$ cat src/verilog/bst_defines.vh
// Constants for the boundary-scan test access port.
// Included by every design file of the block except the synchroniser; definitions only.
`ifndef BST_DEFINES_VH
`define BST_DEFINES_VH

// Controller state codes
`define BST_ST_RESET      4'h0
`define BST_ST_IDLE       4'h1
`define BST_ST_SEL_DR     4'h2
`define BST_ST_CAP_DR     4'h3
`define BST_ST_SHIFT_DR   4'h4
`define BST_ST_EXIT1_DR   4'h5
`define BST_ST_PAUSE_DR   4'h6
`define BST_ST_EXIT2_DR   4'h7
`define BST_ST_UPD_DR     4'h8
`define BST_ST_SEL_IR     4'h9
`define BST_ST_CAP_IR     4'ha
`define BST_ST_SHIFT_IR   4'hb
`define BST_ST_EXIT1_IR   4'hc
`define BST_ST_PAUSE_IR   4'hd
`define BST_ST_EXIT2_IR   4'he
`define BST_ST_UPD_IR     4'hf

// Instruction codes
`define BST_INS_EXTEST    3'h0
`define BST_INS_IDCODE    3'h1
`define BST_INS_SAMPLE    3'h2
`define BST_INS_CLAMP     3'h3
`define BST_INS_HIGHZ     3'h4
`define BST_INS_BYPASS    3'h7

// Fixed value captured into the instruction shift register
`define BST_IR_CAPTURE    3'h1
// Identification code, arbitrary value, bit 0 must be one
`define BST_ID_DEFAULT    32'h0abc_d001
// Boundary chain length default
`define BST_BSR_LEN       8

`endif

$ cat src/verilog/bst_sync.v
// Two flip-flop synchroniser for a vector of pin levels.
// Assumes inputs come from outside core_clk's domain.
`timescale 1ns/1ps
`default_nettype none
module bst_sync #(
   parameter WIDTH = 1
) (
   input wire core_clk, // Sampling clock
   input wire reset, // Synchronous reset, high
   input wire [WIDTH-1:0] din, // Asynchronous levels
   output reg [WIDTH-1:0] dout // Synchronised levels
);
   reg [WIDTH-1:0] meta;

   // First stage is read by the second stage only
   always @(posedge core_clk) begin
      if (reset) begin
         meta <= {WIDTH{1'b0}};
         dout <= {WIDTH{1'b0}};
      end else begin
         meta <= din;
         dout <= meta;
      end
   end
endmodule // bst_sync
`default_nettype wire

$ cat src/verilog/bst_state.v
// TAP controller next-state logic and state register.
// Assumes rise is a one-cycle core_clk pulse per test clock rising edge.
`timescale 1ns/1ps
`default_nettype none
`include "bst_defines.vh"
module bst_state (
   input wire core_clk, // Core clock
   input wire reset, // Synchronous reset, high
   input wire trst, // Synchronised test port reset, high
   input wire rise, // Test clock rising edge pulse
   input wire tms, // Synchronised mode select
   output reg [3:0] state // Current controller state
);
   reg [3:0] next_state;

   // Graph of the sixteen states
   always @* begin
      case (state)
         `BST_ST_RESET:
            next_state = tms ? `BST_ST_RESET : `BST_ST_IDLE;
         `BST_ST_IDLE:
            next_state = tms ? `BST_ST_SEL_DR : `BST_ST_IDLE;
         `BST_ST_SEL_DR:
            next_state = tms ? `BST_ST_SEL_IR : `BST_ST_CAP_DR;
         `BST_ST_CAP_DR:
            next_state = tms ? `BST_ST_EXIT1_DR : `BST_ST_SHIFT_DR;
         `BST_ST_SHIFT_DR:
            next_state = tms ? `BST_ST_EXIT1_DR : `BST_ST_SHIFT_DR;
         `BST_ST_EXIT1_DR:
            next_state = tms ? `BST_ST_UPD_DR : `BST_ST_PAUSE_DR;
         `BST_ST_PAUSE_DR:
            next_state = tms ? `BST_ST_EXIT2_DR : `BST_ST_PAUSE_DR;
         `BST_ST_EXIT2_DR:
            next_state = tms ? `BST_ST_UPD_DR : `BST_ST_SHIFT_DR;
         `BST_ST_UPD_DR:
            next_state = tms ? `BST_ST_SEL_DR : `BST_ST_IDLE;
         `BST_ST_SEL_IR:
            next_state = tms ? `BST_ST_RESET : `BST_ST_CAP_IR;
         `BST_ST_CAP_IR:
            next_state = tms ? `BST_ST_EXIT1_IR : `BST_ST_SHIFT_IR;
         `BST_ST_SHIFT_IR:
            next_state = tms ? `BST_ST_EXIT1_IR : `BST_ST_SHIFT_IR;
         `BST_ST_EXIT1_IR:
            next_state = tms ? `BST_ST_UPD_IR : `BST_ST_PAUSE_IR;
         `BST_ST_PAUSE_IR:
            next_state = tms ? `BST_ST_EXIT2_IR : `BST_ST_PAUSE_IR;
         `BST_ST_EXIT2_IR:
            next_state = tms ? `BST_ST_UPD_IR : `BST_ST_SHIFT_IR;
         `BST_ST_UPD_IR:
            next_state = tms ? `BST_ST_SEL_DR : `BST_ST_IDLE;
         default:
            next_state = `BST_ST_RESET;
      endcase
   end

   // Moves only on a test clock rise; test reset overrides everything
   always @(posedge core_clk) begin
      if (reset || trst) begin
         state <= `BST_ST_RESET;
      end else if (rise) begin
         state <= next_state;
      end
   end
endmodule // bst_state
`default_nettype wire

$ cat src/verilog/bst_tap.v
// Boundary-scan test access port: controller, instruction register,
// bypass, identification and boundary registers, output control.
// Assumes test pins are asynchronous to core_clk and the test clock
// runs well below a quarter of core_clk.
`timescale 1ns/1ps
`default_nettype none
`include "bst_defines.vh"
module bst_tap #(
   parameter BSR_LEN = `BST_BSR_LEN, // Boundary cells: pins in, then out
   parameter [31:0] ID_CODE = `BST_ID_DEFAULT, // Arbitrary identity value
   parameter NUM_OUT = 4 // Digital output pins under test control
) (
   input wire core_clk, // Core clock, 125 MHz
   input wire reset, // Synchronous reset, high
   input wire test_port_clock, // Test clock pin
   input wire test_port_reset_n, // Test reset pin, low active
   input wire test_serial_in, // Serial data in pin
   input wire test_mode_select, // Mode select pin
   input wire [BSR_LEN-1:0] pin_sample, // Pin levels to capture
   input wire [NUM_OUT-1:0] func_out, // Functional output values
   input wire [NUM_OUT-1:0] func_oe, // Functional output enables
   output reg test_serial_out, // Serial data out
   output reg test_serial_out_oe, // Serial out drive enable
   output reg [NUM_OUT-1:0] pin_out, // Output pin values
   output reg [NUM_OUT-1:0] pin_oe, // Output pin enables
   output reg [2:0] current_instr, // Latched instruction
   output reg [3:0] tap_state // Controller state
);
   wire [3:0] sync_lv;
   wire tck_s;
   wire trst;
   wire tdi_s;
   wire tms_s;
   wire [3:0] state;
   reg tck_d;
   wire rise;
   wire fall;
   reg [2:0] ir_shift;
   reg bypass_bit;
   reg [31:0] id_shift;
   reg [31:0] id_latch;
   reg [BSR_LEN-1:0] bsr_shift;
   reg [BSR_LEN-1:0] bsr_latch;
   reg next_out;
   wire [NUM_OUT-1:0] next_pin_out;
   wire [NUM_OUT-1:0] next_pin_oe;
   wire [1:0] dr_sel;
   wire cap_ir_rise;
   wire shift_ir_rise;
   wire upd_ir_fall;
   wire tlr_fall;
   wire cap_dr_rise;
   wire shift_dr_rise;
   wire upd_dr_fall;
   wire shifting;
   wire bsr_drive;
   wire all_float;
   wire pass_through;
   genvar g;

   // Register selection decoded from an instruction
   function [1:0] sel_of;
      input [2:0] ins;
      begin
         case (ins)
            `BST_INS_EXTEST: sel_of = 2'h1;
            `BST_INS_SAMPLE: sel_of = 2'h1;
            `BST_INS_IDCODE: sel_of = 2'h2;
            default: sel_of = 2'h0;
         endcase
      end
   endfunction

   // True in the two states that put a shifter on the serial output
   function in_shift;
      input [3:0] st;
      begin
         in_shift = (st == `BST_ST_SHIFT_IR) || (st == `BST_ST_SHIFT_DR);
      end
   endfunction

   // True for the instructions that drive pins from the boundary latch
   function from_bsr;
      input [2:0] ins;
      begin
         from_bsr = (ins == `BST_INS_EXTEST) || (ins == `BST_INS_CLAMP);
      end
   endfunction

   // All test pins pass two flip-flops before use
   bst_sync #(
      .WIDTH(4)
   ) u_sync (
      .core_clk(core_clk),
      .reset(reset),
      .din({test_port_clock, ~test_port_reset_n, test_serial_in,
            test_mode_select}),
      .dout(sync_lv)
   );
   assign tck_s = sync_lv[3];
   assign trst = sync_lv[2];
   assign tdi_s = sync_lv[1];
   assign tms_s = sync_lv[0];

   bst_state u_state (
      .core_clk(core_clk),
      .reset(reset),
      .trst(trst),
      .rise(rise),
      .tms(tms_s),
      .state(state)
   );

   // Edge detection of the synchronised test clock
   always @(posedge core_clk) begin
      if (reset) begin
         tck_d <= 1'b0;
      end else begin
         tck_d <= tck_s;
      end
   end
   assign rise = tck_s & ~tck_d;
   assign fall = ~tck_s & tck_d;

   // In Test-Logic-Reset the identification register is selected
   assign dr_sel = (state == `BST_ST_RESET) ? 2'h2 : sel_of(current_instr);

   // Action strobes, one core cycle wide; the state is read before
   // the edge takes effect, so each acts in the state it names
   assign cap_ir_rise = rise && (state == `BST_ST_CAP_IR);
   assign shift_ir_rise = rise && (state == `BST_ST_SHIFT_IR);
   assign upd_ir_fall = fall && (state == `BST_ST_UPD_IR);
   assign tlr_fall = fall && (state == `BST_ST_RESET);
   assign cap_dr_rise = rise && (state == `BST_ST_CAP_DR);
   assign shift_dr_rise = rise && (state == `BST_ST_SHIFT_DR);
   assign upd_dr_fall = fall && (state == `BST_ST_UPD_DR);
   assign shifting = in_shift(state);

   // Instruction shifter and current instruction latch
   always @(posedge core_clk) begin
      if (reset || trst) begin
         ir_shift <= `BST_IR_CAPTURE;
         current_instr <= `BST_INS_IDCODE;
      end else begin
         if (cap_ir_rise) begin
            ir_shift <= `BST_IR_CAPTURE;
         end else if (shift_ir_rise) begin
            ir_shift <= {tdi_s, ir_shift[2:1]};
         end
         // Latch only on the falling edge, so shifting never shows
         if (tlr_fall) begin
            current_instr <= `BST_INS_IDCODE;
         end else if (upd_ir_fall) begin
            current_instr <= ir_shift;
         end
      end
   end

   // Bypass bit: cleared on capture, one stage in the serial path
   always @(posedge core_clk) begin
      if (reset) begin
         bypass_bit <= 1'b0;
      end else if (dr_sel == 2'h0) begin
         if (cap_dr_rise) begin
            bypass_bit <= 1'b0;
         end else if (shift_dr_rise) begin
            bypass_bit <= tdi_s;
         end
      end
   end

   // Identification shifter and latch; unselected, both hold
   always @(posedge core_clk) begin
      if (reset) begin
         id_shift <= 32'h0000_0000;
         id_latch <= 32'h0000_0000;
      end else if (dr_sel == 2'h2) begin
         if (cap_dr_rise) begin
            id_shift <= ID_CODE;
         end else if (shift_dr_rise) begin
            id_shift <= {tdi_s, id_shift[31:1]};
         end
         if (upd_dr_fall) begin
            id_latch <= id_shift;
         end
      end
   end

   // Boundary shifter and latch; while the bypass bit is selected
   // both hold, which is what keeps CLAMP pins frozen
   always @(posedge core_clk) begin
      if (reset) begin
         bsr_shift <= {BSR_LEN{1'b0}};
         bsr_latch <= {BSR_LEN{1'b0}};
      end else if (dr_sel == 2'h1) begin
         if (cap_dr_rise) begin
            bsr_shift <= pin_sample;
         end else if (shift_dr_rise) begin
            bsr_shift <= {tdi_s, bsr_shift[BSR_LEN-1:1]};
         end
         if (upd_dr_fall) begin
            bsr_latch <= bsr_shift;
         end
      end
   end

   // Serial out chooses the active path; changes on the falling edge
   always @* begin
      next_out = test_serial_out;
      if (state == `BST_ST_SHIFT_IR) begin
         next_out = ir_shift[0];
      end else if (state == `BST_ST_SHIFT_DR) begin
         case (dr_sel)
            2'h1: next_out = bsr_shift[0];
            2'h2: next_out = id_shift[0];
            default: next_out = bypass_bit;
         endcase
      end
   end

   // Pin control decoded once from the current instruction
   assign bsr_drive = from_bsr(current_instr);
   assign all_float = (current_instr == `BST_INS_HIGHZ);
   assign pass_through = ~bsr_drive & ~all_float;

   // One control cell per output pin; the low boundary bits feed
   // the pins, so NUM_OUT must not exceed BSR_LEN
   generate
      for (g = 0; g < NUM_OUT; g = g + 1) begin : g_cell
         assign next_pin_out[g] = bsr_drive ? bsr_latch[g] : func_out[g];
         assign next_pin_oe[g] = bsr_drive | (pass_through & func_oe[g]);
      end
   endgenerate

   // Serial out moves on the falling edge only, so the tester gets a
   // settled bit for a full half period; a test reset with the test
   // clock stopped must still release the pin, hence the trst branch
   always @(posedge core_clk) begin
      if (reset) begin
         test_serial_out <= 1'b0;
         test_serial_out_oe <= 1'b0;
      end else if (fall) begin
         test_serial_out <= next_out;
         test_serial_out_oe <= shifting;
      end else if (trst) begin
         test_serial_out_oe <= 1'b0;
      end
   end

   // Pin control and state are registered so every output is a flop
   always @(posedge core_clk) begin
      if (reset) begin
         pin_out <= {NUM_OUT{1'b0}};
         pin_oe <= {NUM_OUT{1'b0}};
         tap_state <= `BST_ST_RESET;
      end else begin
         pin_out <= next_pin_out;
         pin_oe <= next_pin_oe;
         tap_state <= state;
      end
   end
endmodule // bst_tap
`default_nettype wire

$ cat config.mk
export PLATFORM = sky130hd
export DESIGN_NAME = bst_tap
export DESIGN_NICKNAME = d
export VERILOG_FILES = /design/src/verilog/bst_sync.v /design/src/verilog/bst_state.v /design/src/verilog/bst_tap.v
export VERILOG_INCLUDE_DIRS = /design/src /design/src/verilog
export SDC_FILE = /design/constraint.sdc
export NUM_CORES = 1
export LEC_CHECK = 0
export ABC_AREA = 1
export BUFFER_PORTS_ARGS = -buffer_cell sky130_fd_sc_hd__buf_2
export CORE_ASPECT_RATIO = 2
export CORE_UTILIZATION = 36
export DETAILED_ROUTE_END_ITERATION = 10
export REMOVE_ABC_BUFFERS = 1
export SYNTH_ARGS = -nofsm -noshare
export SYNTH_HDL_FRONTEND = slang
export SYNTH_SLANG_ARGS = --single-unit
$ cat constraint.sdc
create_clock -name core_clk -period 4.2 [get_ports core_clk]
set_clock_uncertainty 0.05 [all_clocks]
set_input_delay 0.21 -clock core_clk [delete_from_list [all_inputs] [get_ports core_clk]]
set_output_delay 0.21 -clock core_clk [all_outputs]
set_load 0.005 [all_outputs]
==> results of run 1 <==
## worst register-to-register path, stage by stage, from the launching register on
cell and delay [ns]:
dfxtp_1 0.45, nor2_2 0.13, nand2_1 0.17, inv_1 0.06, nor3_1 0.21, inv_1 0.10
ha_1 0.24, nand2_1 0.74, nand2_1 0.12, a21oi_1 0.18
## placed cells by master (no fill, tap or decap), drive strengths merged, types with 2 or more instances in the layout
| master | n |
|---|---|
| clkinv | 6 |
| clkbuf | 10 |
| o21ai | 37 |
| nand3 | 35 |
| buf | 39 |
| nor3 | 13 |
| ha | 3 |
| a31oi | 2 |
| nor2 | 77 |
| nand2 | 106 |
| dfxtp | 78 |
| a21oi | 37 |
| inv | 38 |
## cell usage after synthesis (all sizes together)
library cell / instances / share of area
nand3: 35 / 0.056
nor2: 77 / 0.10
nor3: 13 / 0.022
o21bai: 1 / 0.0023
buf: 10 / 0.018
clkbuf: 7 / 0.0082
ha: 3 / 0.012
inv: 38 / 0.044
clkinv: 2 / 0.0023
a31oi: 2 / 0.0039
dfxtp: 78 / 0.49
o21ai: 37 / 0.059
nand3b: 1 / 0.0023
nand2: 106 / 0.13
a21oi: 37 / 0.058
## kinds of logic after synthesis
kind of cell | count (synthesis) | synth area share
simple gates | 232 | 0.307
flops | 78 | 0.486
compound gates | 77 | 0.123
buf+inv | 57 | 0.0728
fa+ha+maj | 3 | 0.0117
## where the power goes
group          internal [mW]  switching, mW  total [mW]  leakage, nW
logic                 0.0174         0.0292      0.0467        0.956
clock network          0.474          0.299       0.773        0.148
registers              0.749        0.00321       0.752        0.632
## layer usage
| layer | wire length (um) | up-vias | share of wire |
|---|---|---|---|
| met5 | 0 | - | 0 |
| met1 | 2990 | 1363 | 0.41 |
| met2 | 3930 | 54 | 0.54 |
| li1 | - | 1493 | - |
| met4 | 206 | 0 | 0.028 |
| met3 | 221 | 16 | 0.030 |
## registers in the layout (all words and copies together), names as in the netlist
name                count
u_sync.dout             4
bsr_latch               4
pin_oe                  4
id_shift               32
test_serial_out_oe      1
test_serial_out         1
u_sync.meta             4
tck_d                   1
ir_shift                3
bypass_bit              1
tap_state               4
bsr_shift               8
current_instr           3
u_state.state           4
pin_out                 4
## worst paths after layout
| kind | start | to | slack [ns] | cells past startpoint |
|---|---|---|---|---|
| worst max-delay path | u_state.state[2] | id_shift[4] | 1.68 | 9 |
| worst min-delay path | test_serial_in | u_sync.meta[1] | 0.03 | 3 |
| worst max register to register | u_state.state[2] | id_shift[4] | 1.68 | 9 |
| worst min register to register | u_sync.meta[3] | u_sync.dout[3] | 0.35 | 2 |
## final cells by class
type,count,area share
clock inverters,6,0.0163
multi-input cells,312,0.377
inverters,40,0.0399
flip-flops and latches,78,0.415
repair buffers,40,0.0552
clock buffers,10,0.0635
well taps,100,0.0333
## repair_timing
item | 4_1_cts | 5_1_grt
endpoints found under the hold margin | 1 | 0
endpoints found under the setup margin | 0 | 0
setup buffers | 0 | 0
hold buffers | 1 | 0
==> flow_summary.json, run 1 <==
{
  "crit_arrival_ns": 2.72,
  "viasPerCell": 4.99,
  "whs_ns": 0.0300,
  "worstPathMaxFanout": 32,
  "p_per_area_mw_per_mm2": 418,
  "dieArea_sq_mm": 0.00933,
  "slowest_stage": "nand2_1",
  "cts_tree": "yes",
  "final_area_sq_mm": 0.00376,
  "drive_gt1_frac": 0.138,
  "nets": 506,
  "drc_errors": 0,
  "setup_violations": 0,
  "hpwlAfterDp_um": 4940,
  "synth_seq_cells": 78,
  "place_ws_ns": 1.68,
  "status": "completed",
  "numPortBuffers": 38,
  "cts_made_buffers": 9,
  "grt_max_degree": 43,
  "grtUsageMet3": 0.0354,
  "min_period_ns": 2.52,
  "path_class": "flop to flop",
  "setup_tns_ns": 0,
  "cap_violations": 0,
  "maxSlewHeadroom": 0.338,
  "path_buf_inv": 2,
  "grt_pass1_vias": 2728,
  "critPathMaxStageDelay_ns": 0.73,
  "clock_latency_ns": 0.34,
  "drv_slew": 0,
  "dr_total_vias": 2926,
  "grt_busiest_layer": "met2",
  "cts_resized": 0,
  "core-area_sq_mm": 0.00865,
  "drtPass1Iterations": 4,
  "std_cell_rows": 48,
  "overflow": 0,
  "leakage_nw": 1.74,
  "dpl.cell_count": 569,
  "rsz0062_at_grt": "no",
  "hold_class": "input port to flop",
  "setup_ws_ns": 1.68,
  "ys_warn_count": 0,
  "antenna_found_initial": 0,
  "use_met1": 0.175,
  "cp_common_cell": "nand2_1",
  "drtIter0Drc": 180,
  "multi_input_area_sq_mm": 0.00142,
  "postPlaceCellArea_sq_mm": 0.00345,
  "netlist_area_sq_mm": 0.00321,
  "final_util": 0.435,
  "die_h_um": 136,
  "synth.avg_cell_area_sq_um": 7.19,
  "period_share": 0.599,
  "ys_types": 23,
  "worst_pin_slew_ns": 0.991,
  "pin_count": 39,
  "critPathTopFamily": "simple AND/OR/NAND/NOR gates",
  "dieWidth_um": 68.8,
  "clock-sinks": 78,
  "clockBufferDepth": 2,
  "area_growth_syn_to_layout_pct": 17.1,
  "end_kind": "flop",
  "grtUsageMet2": 0.301,
  "hold_viol": 0,
  "vdd_drop_max_mv": 0.199,
  "seqCellArea_sq_mm": 0.00156,
  "crit_chain": "nor2_2, nand2_1, inv_1, nor3_1, inv_1, ha_1, nand2_1, nand2_1, a21oi_1",
  "fillers": 915,
  "grt_pass1_wl_um": 11900,
  "cts_root_buf": "clkbuf_16",
  "n_antenna_cell": 0,
  "postRouteWirelength_um": 7350,
  "synth_seq_area_share": 0.486,
  "place_congestion": 0.942,
  "startpoint_type": "flop",
  "final_cells": 586,
  "total_power_mw": 1.57,
  "syn_inst": 447,
  "initial_utilization": 0.371,
  "max_freq_mhz": 397,
  "clkSlewWorstSetupHoldPaths_ns": 0.06,
  "htreeDepth": 3,
  "grt_usage": 0.171,
  "wire_per_inst_um": 12.5,
  "required_ns": 4.41,
  "final_antenna_net_count": 0
}
No activity file was read; power rests on OpenSTA's default activity.
==> run 2: changes to the inputs <==
==> constraint.sdc (replaced) <==
create_clock -name core_clk -period 2.08 [get_ports core_clk]
set_clock_uncertainty 0.05 [all_clocks]
set_input_delay 0.104 -clock core_clk [delete_from_list [all_inputs] [get_ports core_clk]]
set_output_delay 0.104 -clock core_clk [all_outputs]
set_load 0.005 [all_outputs]
==> run 2 against run 1 <==
Cell area up 6.0%. Register-to-register slack worse by 1.5 ns. Largest cell class unchanged. First-iteration DRC count down 23%.
==> flow_summary.json, run 2 (synthesis results as in run 1) <==
{
  "multi_input_area_sq_mm": 0.00143,
  "wire_per_inst_um": 12.2,
  "end_kind": "flop",
  "drv_slew": 0,
  "leakage_nw": 1.85,
  "setup_tns_ns": 0,
  "status": "completed",
  "clkSlewWorstSetupHoldPaths_ns": 0.06,
  "place_congestion": 0.857,
  "grt_pass1_vias": 2830,
  "cap_violations": 0,
  "rsz0062_at_grt": "no",
  "pin_count": 39,
  "postPlaceCellArea_sq_mm": 0.00356,
  "n_antenna_cell": 0,
  "final_antenna_net_count": 0,
  "drc_errors": 0,
  "reg.largest.list": "id_shift (32), bsr_shift (8)",
  "initial_utilization": 0.371,
  "hold_class": "input port to flop",
  "vdd_drop_max_mv": 0.413,
  "htreeDepth": 3,
  "hold_viol": 0,
  "worstPathMaxFanout": 32,
  "cts_made_buffers": 9,
  "largest_reg_flops": 32,
  "antenna_found_initial": 0,
  "dieArea_sq_mm": 0.00933,
  "cts_tree": "yes",
  "grt_usage": 0.180,
  "fillers": 888,
  "maxSlewHeadroom": 0.555,
  "nets": 528,
  "crit_arrival_ns": 2.05,
  "p_per_area_mw_per_mm2": 794,
  "dieWidth_um": 68.8,
  "top_register": "id_shift",
  "dr_total_vias": 2969,
  "final_area_sq_mm": 0.00399,
  "area_growth_syn_to_layout_pct": 24.2,
  "die_h_um": 136,
  "required_ns": 2.26,
  "core-area_sq_mm": 0.00865,
  "drtPass1Iterations": 5,
  "grt_max_degree": 33,
  "std_cell_rows": 48,
  "cts_root_buf": "clkbuf_16",
  "setup_violations": 0,
  "numPortBuffers": 38,
  "layout_commonest_cell": "nand2_1",
  "seqCellArea_sq_mm": 0.00157,
  "min_period_ns": 1.87,
  "max_freq_mhz": 534,
  "drive_gt1_frac": 0.159,
  "clockBufferDepth": 2,
  "path_class": "flop to flop",
  "hpwlAfterDp_um": 5320,
  "final_cell_mix": "nand2_1 (104), dfxtp_1 (75), nor2_1 (70)",
  "startpoint_type": "flop",
  "postRouteWirelength_um": 7410,
  "clock-sinks": 78,
  "overflow": 0,
  "drtIter0Drc": 138,
  "cts_setup_buffers": 0,
  "worst_pin_slew_ns": 0.667,
  "grt_pass1_wl_um": 12400,
  "clock_latency_ns": 0.33,
  "period_share": 0.901,
  "viasPerCell": 4.88
}
## run 2: changes by cell type in the layout (fill, tap and decap cells not counted), moves of 2 or more
cell           delta
buf_12            +2
dfxtp_2           +3
dfxtp_1           -3
clkinv_2          -2
clkbuf_1          +2
dlygate4sd3_1    +11
buf_4             +9
## run 2: through the flow
stage	hold WS (ns)	util	setup slack [ns]	total power [mW]	instances
2_1_floorplan	0.121	-	0.0399	1.59	430
3_3_place_gp	0.208	0.411	0.111	1.65	580
3_5_place_dp	0.208	0.411	0.0813	1.65	580
4_1_cts	0.0455	0.459	0.00259	3.20	608
5_1_grt	0.0721	0.461	0.0576	3.29	608
6_report	0.0475	0.461	0.206	3.17	608
## run 2: what timing repair did
| item | 4_1_cts | 5_1_grt |
|---|---|---|
| hold endpoints to repair | 12 | 0 |
| resized for setup | 0 | 6 |
| hold buffers | 12 | 0 |
| endpoints found under the setup margin | 0 | 44 |
## run 2: report_power, final
group	leakage [nW]	total (mW)	switching [mW]	internal, mW
clock network	0.136	1.53	0.601	0.931
logic	1.08	0.114	0.0605	0.0533
registers	0.634	1.52	0.00766	1.51
total	1.85	3.17	0.669	2.50
## run 2: final cells by class
class / instances / area share
Sequential cell: 78 / 0.393
Multi-Input combinational cell: 312 / 0.359
Timing Repair Buffer: 62 / 0.107
Clock buffer: 11 / 0.0584
Inverter: 40 / 0.0377
Tap cell: 100 / 0.0314
Clock inverter: 5 / 0.0147
## run 2: per-layer routing
layer	GRT usage	vias up	share of wire
li1	-	1543	-
met1	0.179	1363	0.39
met2	0.325	47	0.55
met3	0.0362	16	0.025
met4	0.103	0	0.033
met5	0	-	0
## run 2: path summary, 6_finish.rpt
path              slack (ns)              from        endpoint  cells past startpoint
setup reg to reg        0.21  u_state.state[0]    id_shift[23]                     11
hold reg to reg         0.34    u_sync.meta[3]  u_sync.dout[3]                      2
hold / removal          0.05     pin_sample[2]    bsr_shift[2]                      5
setup / recovery        0.21  u_state.state[0]    id_shift[23]                     11
## run 2: critical path, stage by stage, from the launching register on
cell and delay [ns]:
dfxtp_2 0.41, nor2_2 0.08, nand2_1 0.10, inv_1 0.06
nor3_2 0.16, inv_1 0.11, ha_1 0.24, inv_1 0.11
nor2_4 0.05, buf_12 0.16, o21ai_0 0.17, nor2_1 0.06
==> run 3: changes to the inputs <==
--- a/config.mk
+++ b/config.mk
@@ -12,6 +12,7 @@
 export CORE_UTILIZATION = 36
 export DETAILED_ROUTE_END_ITERATION = 10
 export REMOVE_ABC_BUFFERS = 1
+export SETUP_SLACK_MARGIN = 0.02
 export SYNTH_ARGS = -nofsm -noshare
 export SYNTH_HDL_FRONTEND = slang
 export SYNTH_SLANG_ARGS = --single-unit
==> constraint.sdc (replaced) <==
create_clock -name core_clk -period 1.7 [get_ports core_clk]
set_clock_uncertainty 0.05 [all_clocks]
set_input_delay 0.085 -clock core_clk [delete_from_list [all_inputs] [get_ports core_clk]]
set_output_delay 0.085 -clock core_clk [all_outputs]
set_load 0.005 [all_outputs]
==> run 3 against run 2 <==
The run now ends with negative setup slack left. Setup slack got worse by 0.26 ns. Critical endpoint is now id_shift[20]. Combinational power increased by 35%. Sequential share of layout area decreased by 6.1 points. Cell area increased by 19%. Maximum frequency increased by 6.6%. Flip-flop and latch count unchanged.
==> flow_summary.json, run 3 (synthesis results as in run 1) <==
{
  "drtPass1Iterations": 4,
  "final_util": 0.547,
  "grt_max_degree": 29,
  "dieWidth_um": 68.8,
  "final_cell_mix": "nand2_1 (82), dfxtp_1 (74), nor2_1 (69)",
  "setup_violations": 20,
  "multi_input_area_sq_mm": 0.00181,
  "period_share": 1.03,
  "drv_slew": 0,
  "nets": 560,
  "seqCellArea_sq_mm": 0.00157,
  "dpl.cell_count": 600,
  "area_growth_syn_to_layout_pct": 47.4,
  "r2r_slack_ns": -0.06,
  "core-area_sq_mm": 0.00865,
  "dieArea_sq_mm": 0.00933,
  "place_congestion": 0.854,
  "hold_class": "input port to flop",
  "overflow": 0,
  "setup_tns_ns": -0.371,
  "critPathMaxStageDelay_ns": 0.36,
  "antenna_found_initial": 0,
  "worst_pin_slew_ns": 0.424,
  "min_period_ns": 1.76,
  "grt_pass1_vias": 2909,
  "rsz0062_at_grt": "yes",
  "std_cell_rows": 48,
  "hold_viol": 0,
  "cts_tree": "yes",
  "grt_usage": 0.189,
  "rr_worst_depth": 10,
  "required_ns": 1.87,
  "setup_ws_ns": -0.0574,
  "crit_chain": "buf_6, inv_2, nor2_4, nand2_2, buf_6, o21ai_4, nand2_8, clkbuf_16, nor3_2, nor2_1",
  "viasPerCell": 4.99,
  "grt_pass1_wl_um": 13000,
  "whs_ns": 0.0196,
  "drtIter0Drc": 165,
  "met1Wirelength_um": 3170,
  "postRouteWirelength_um": 8510,
  "maxSlewHeadroom": 0.718,
  "cts_made_buffers": 9,
  "whs_endpoint": "bsr_shift[4]",
  "clock-sinks": 78,
  "reg.largest.list": "id_shift (32), bsr_shift (8)",
  "cp_common_cell": "buf_6",
  "cap_violations": 0,
  "vdd_drop_max_mv": 0.573,
  "hold_depth": 5,
  "n_antenna_cell": 0,
  "hpwlAfterDp_um": 5280,
  "htreeDepth": 3,
  "layout_commonest_cell": "nand2_1",
  "wl_met2_um": 4840,
  "dr_total_vias": 3189,
  "final_antenna_net_count": 0,
  "clock_latency_ns": 0.34,
  "pin_count": 39,
  "status": "finished, violations left",
  "regToRegEndpoint": "id_shift[20]",
  "crit_arrival_ns": 1.93,
  "largest_reg_flops": 32,
  "wl_met3_um": 247,
  "wire_per_inst_um": 13.3,
  "final_cells": 639,
  "leakage_nw": 2.12,
  "clkSlewWorstSetupHoldPaths_ns": 0.06,
  "initial_utilization": 0.371,
  "min_from": "pin_sample[4]",
  "path_class": "flop to flop",
  "p_per_area_mw_per_mm2": 792,
  "die_h_um": 136,
  "clockBufferDepth": 2,
  "startpoint_type": "flop",
  "drive_gt1_frac": 0.328,
  "max_freq_mhz": 569,
  "cts_root_buf": "clkbuf_16",
  "violations": "negative setup slack",
  "drc_errors": 0,
  "numPortBuffers": 38,
  "worstPathMaxFanout": 8,
  "end_kind": "flop",
  "r2r-start": "u_state.state[2]",
  "maxUsedRoutingLayer": "met4",
  "fillers": 794,
  "top_register": "id_shift",
  "total_power_mw": 3.75,
  "slowest_stage": "dfxtp_4"
}
## run 3: what timing repair did
action                                  4_1_cts  5_1_grt
gates cloned                                  2        4
gates resized for setup                      22      100
endpoints found under the hold margin        12        0
setup buffers                                 3        3
hold buffers                                 12        0
endpoints found under the setup margin       45       47
pin swaps                                     5       36
## run 3: critical path: cells and delay by family (launching register included)
| kind | cells | cell delay, ns |
|---|---|---|
| AOI/OAI and AO/OA | 1 | 0.25 |
| buffers and inverters | 4 | 0.45 |
| and+or+nand+nor | 5 | 0.53 |
| DFF | 1 | 0.36 |
## run 3: through the flow
step / cell area [sq um] / worst slack (ns)
after floorplan: 3130 / -0.340
after detailed placement: 3700 / -0.260
after global placement: 3700 / -0.203
final: 4730 / -0.0574
after global routing: 4730 / -0.135
after CTS: 4240 / 0.0136
## run 3: how the worst max path moves through the flow
stage                         endpoint  depth (start not counted)  slack [ns]             start
after floorplan           id_shift[10]                          9       -0.34  u_state.state[2]
after global placement    id_shift[28]                         10       -0.20  u_state.state[2]
after detailed placement  id_shift[10]                         10       -0.26  u_state.state[0]
after CTS                 id_shift[20]                         11        0.01  u_state.state[3]
after global routing       id_shift[2]                         11       -0.14  u_state.state[2]
final                     id_shift[20]                         10       -0.06  u_state.state[2]
## run 3: per-layer routing
| layer | GRT usage | vias to the layer above |
|---|---|---|
| met3 | 0.0396 | 22 |
| met5 | 0 | - |
| met2 | 0.342 | 69 |
| met4 | 0.0975 | 0 |
| li1 | - | 1608 |
| met1 | 0.192 | 1490 |
## run 3: final cells by class
type	count	share of cell area
clock buffers	12	0.0521
repair buffers	93	0.170
well taps	100	0.0264
clock inverters	3	0.00449
flip-flops and latches	78	0.331
multi-input cells	313	0.382
inverters	40	0.0336
## run 3: power by group
| part | internal [mW] | switching (mW) | total (mW) |
|---|---|---|---|
| clock network | 1.02 | 0.720 | 1.74 |
| logic | 0.0691 | 0.0846 | 0.154 |
| registers | 1.85 | 0.00697 | 1.86 |
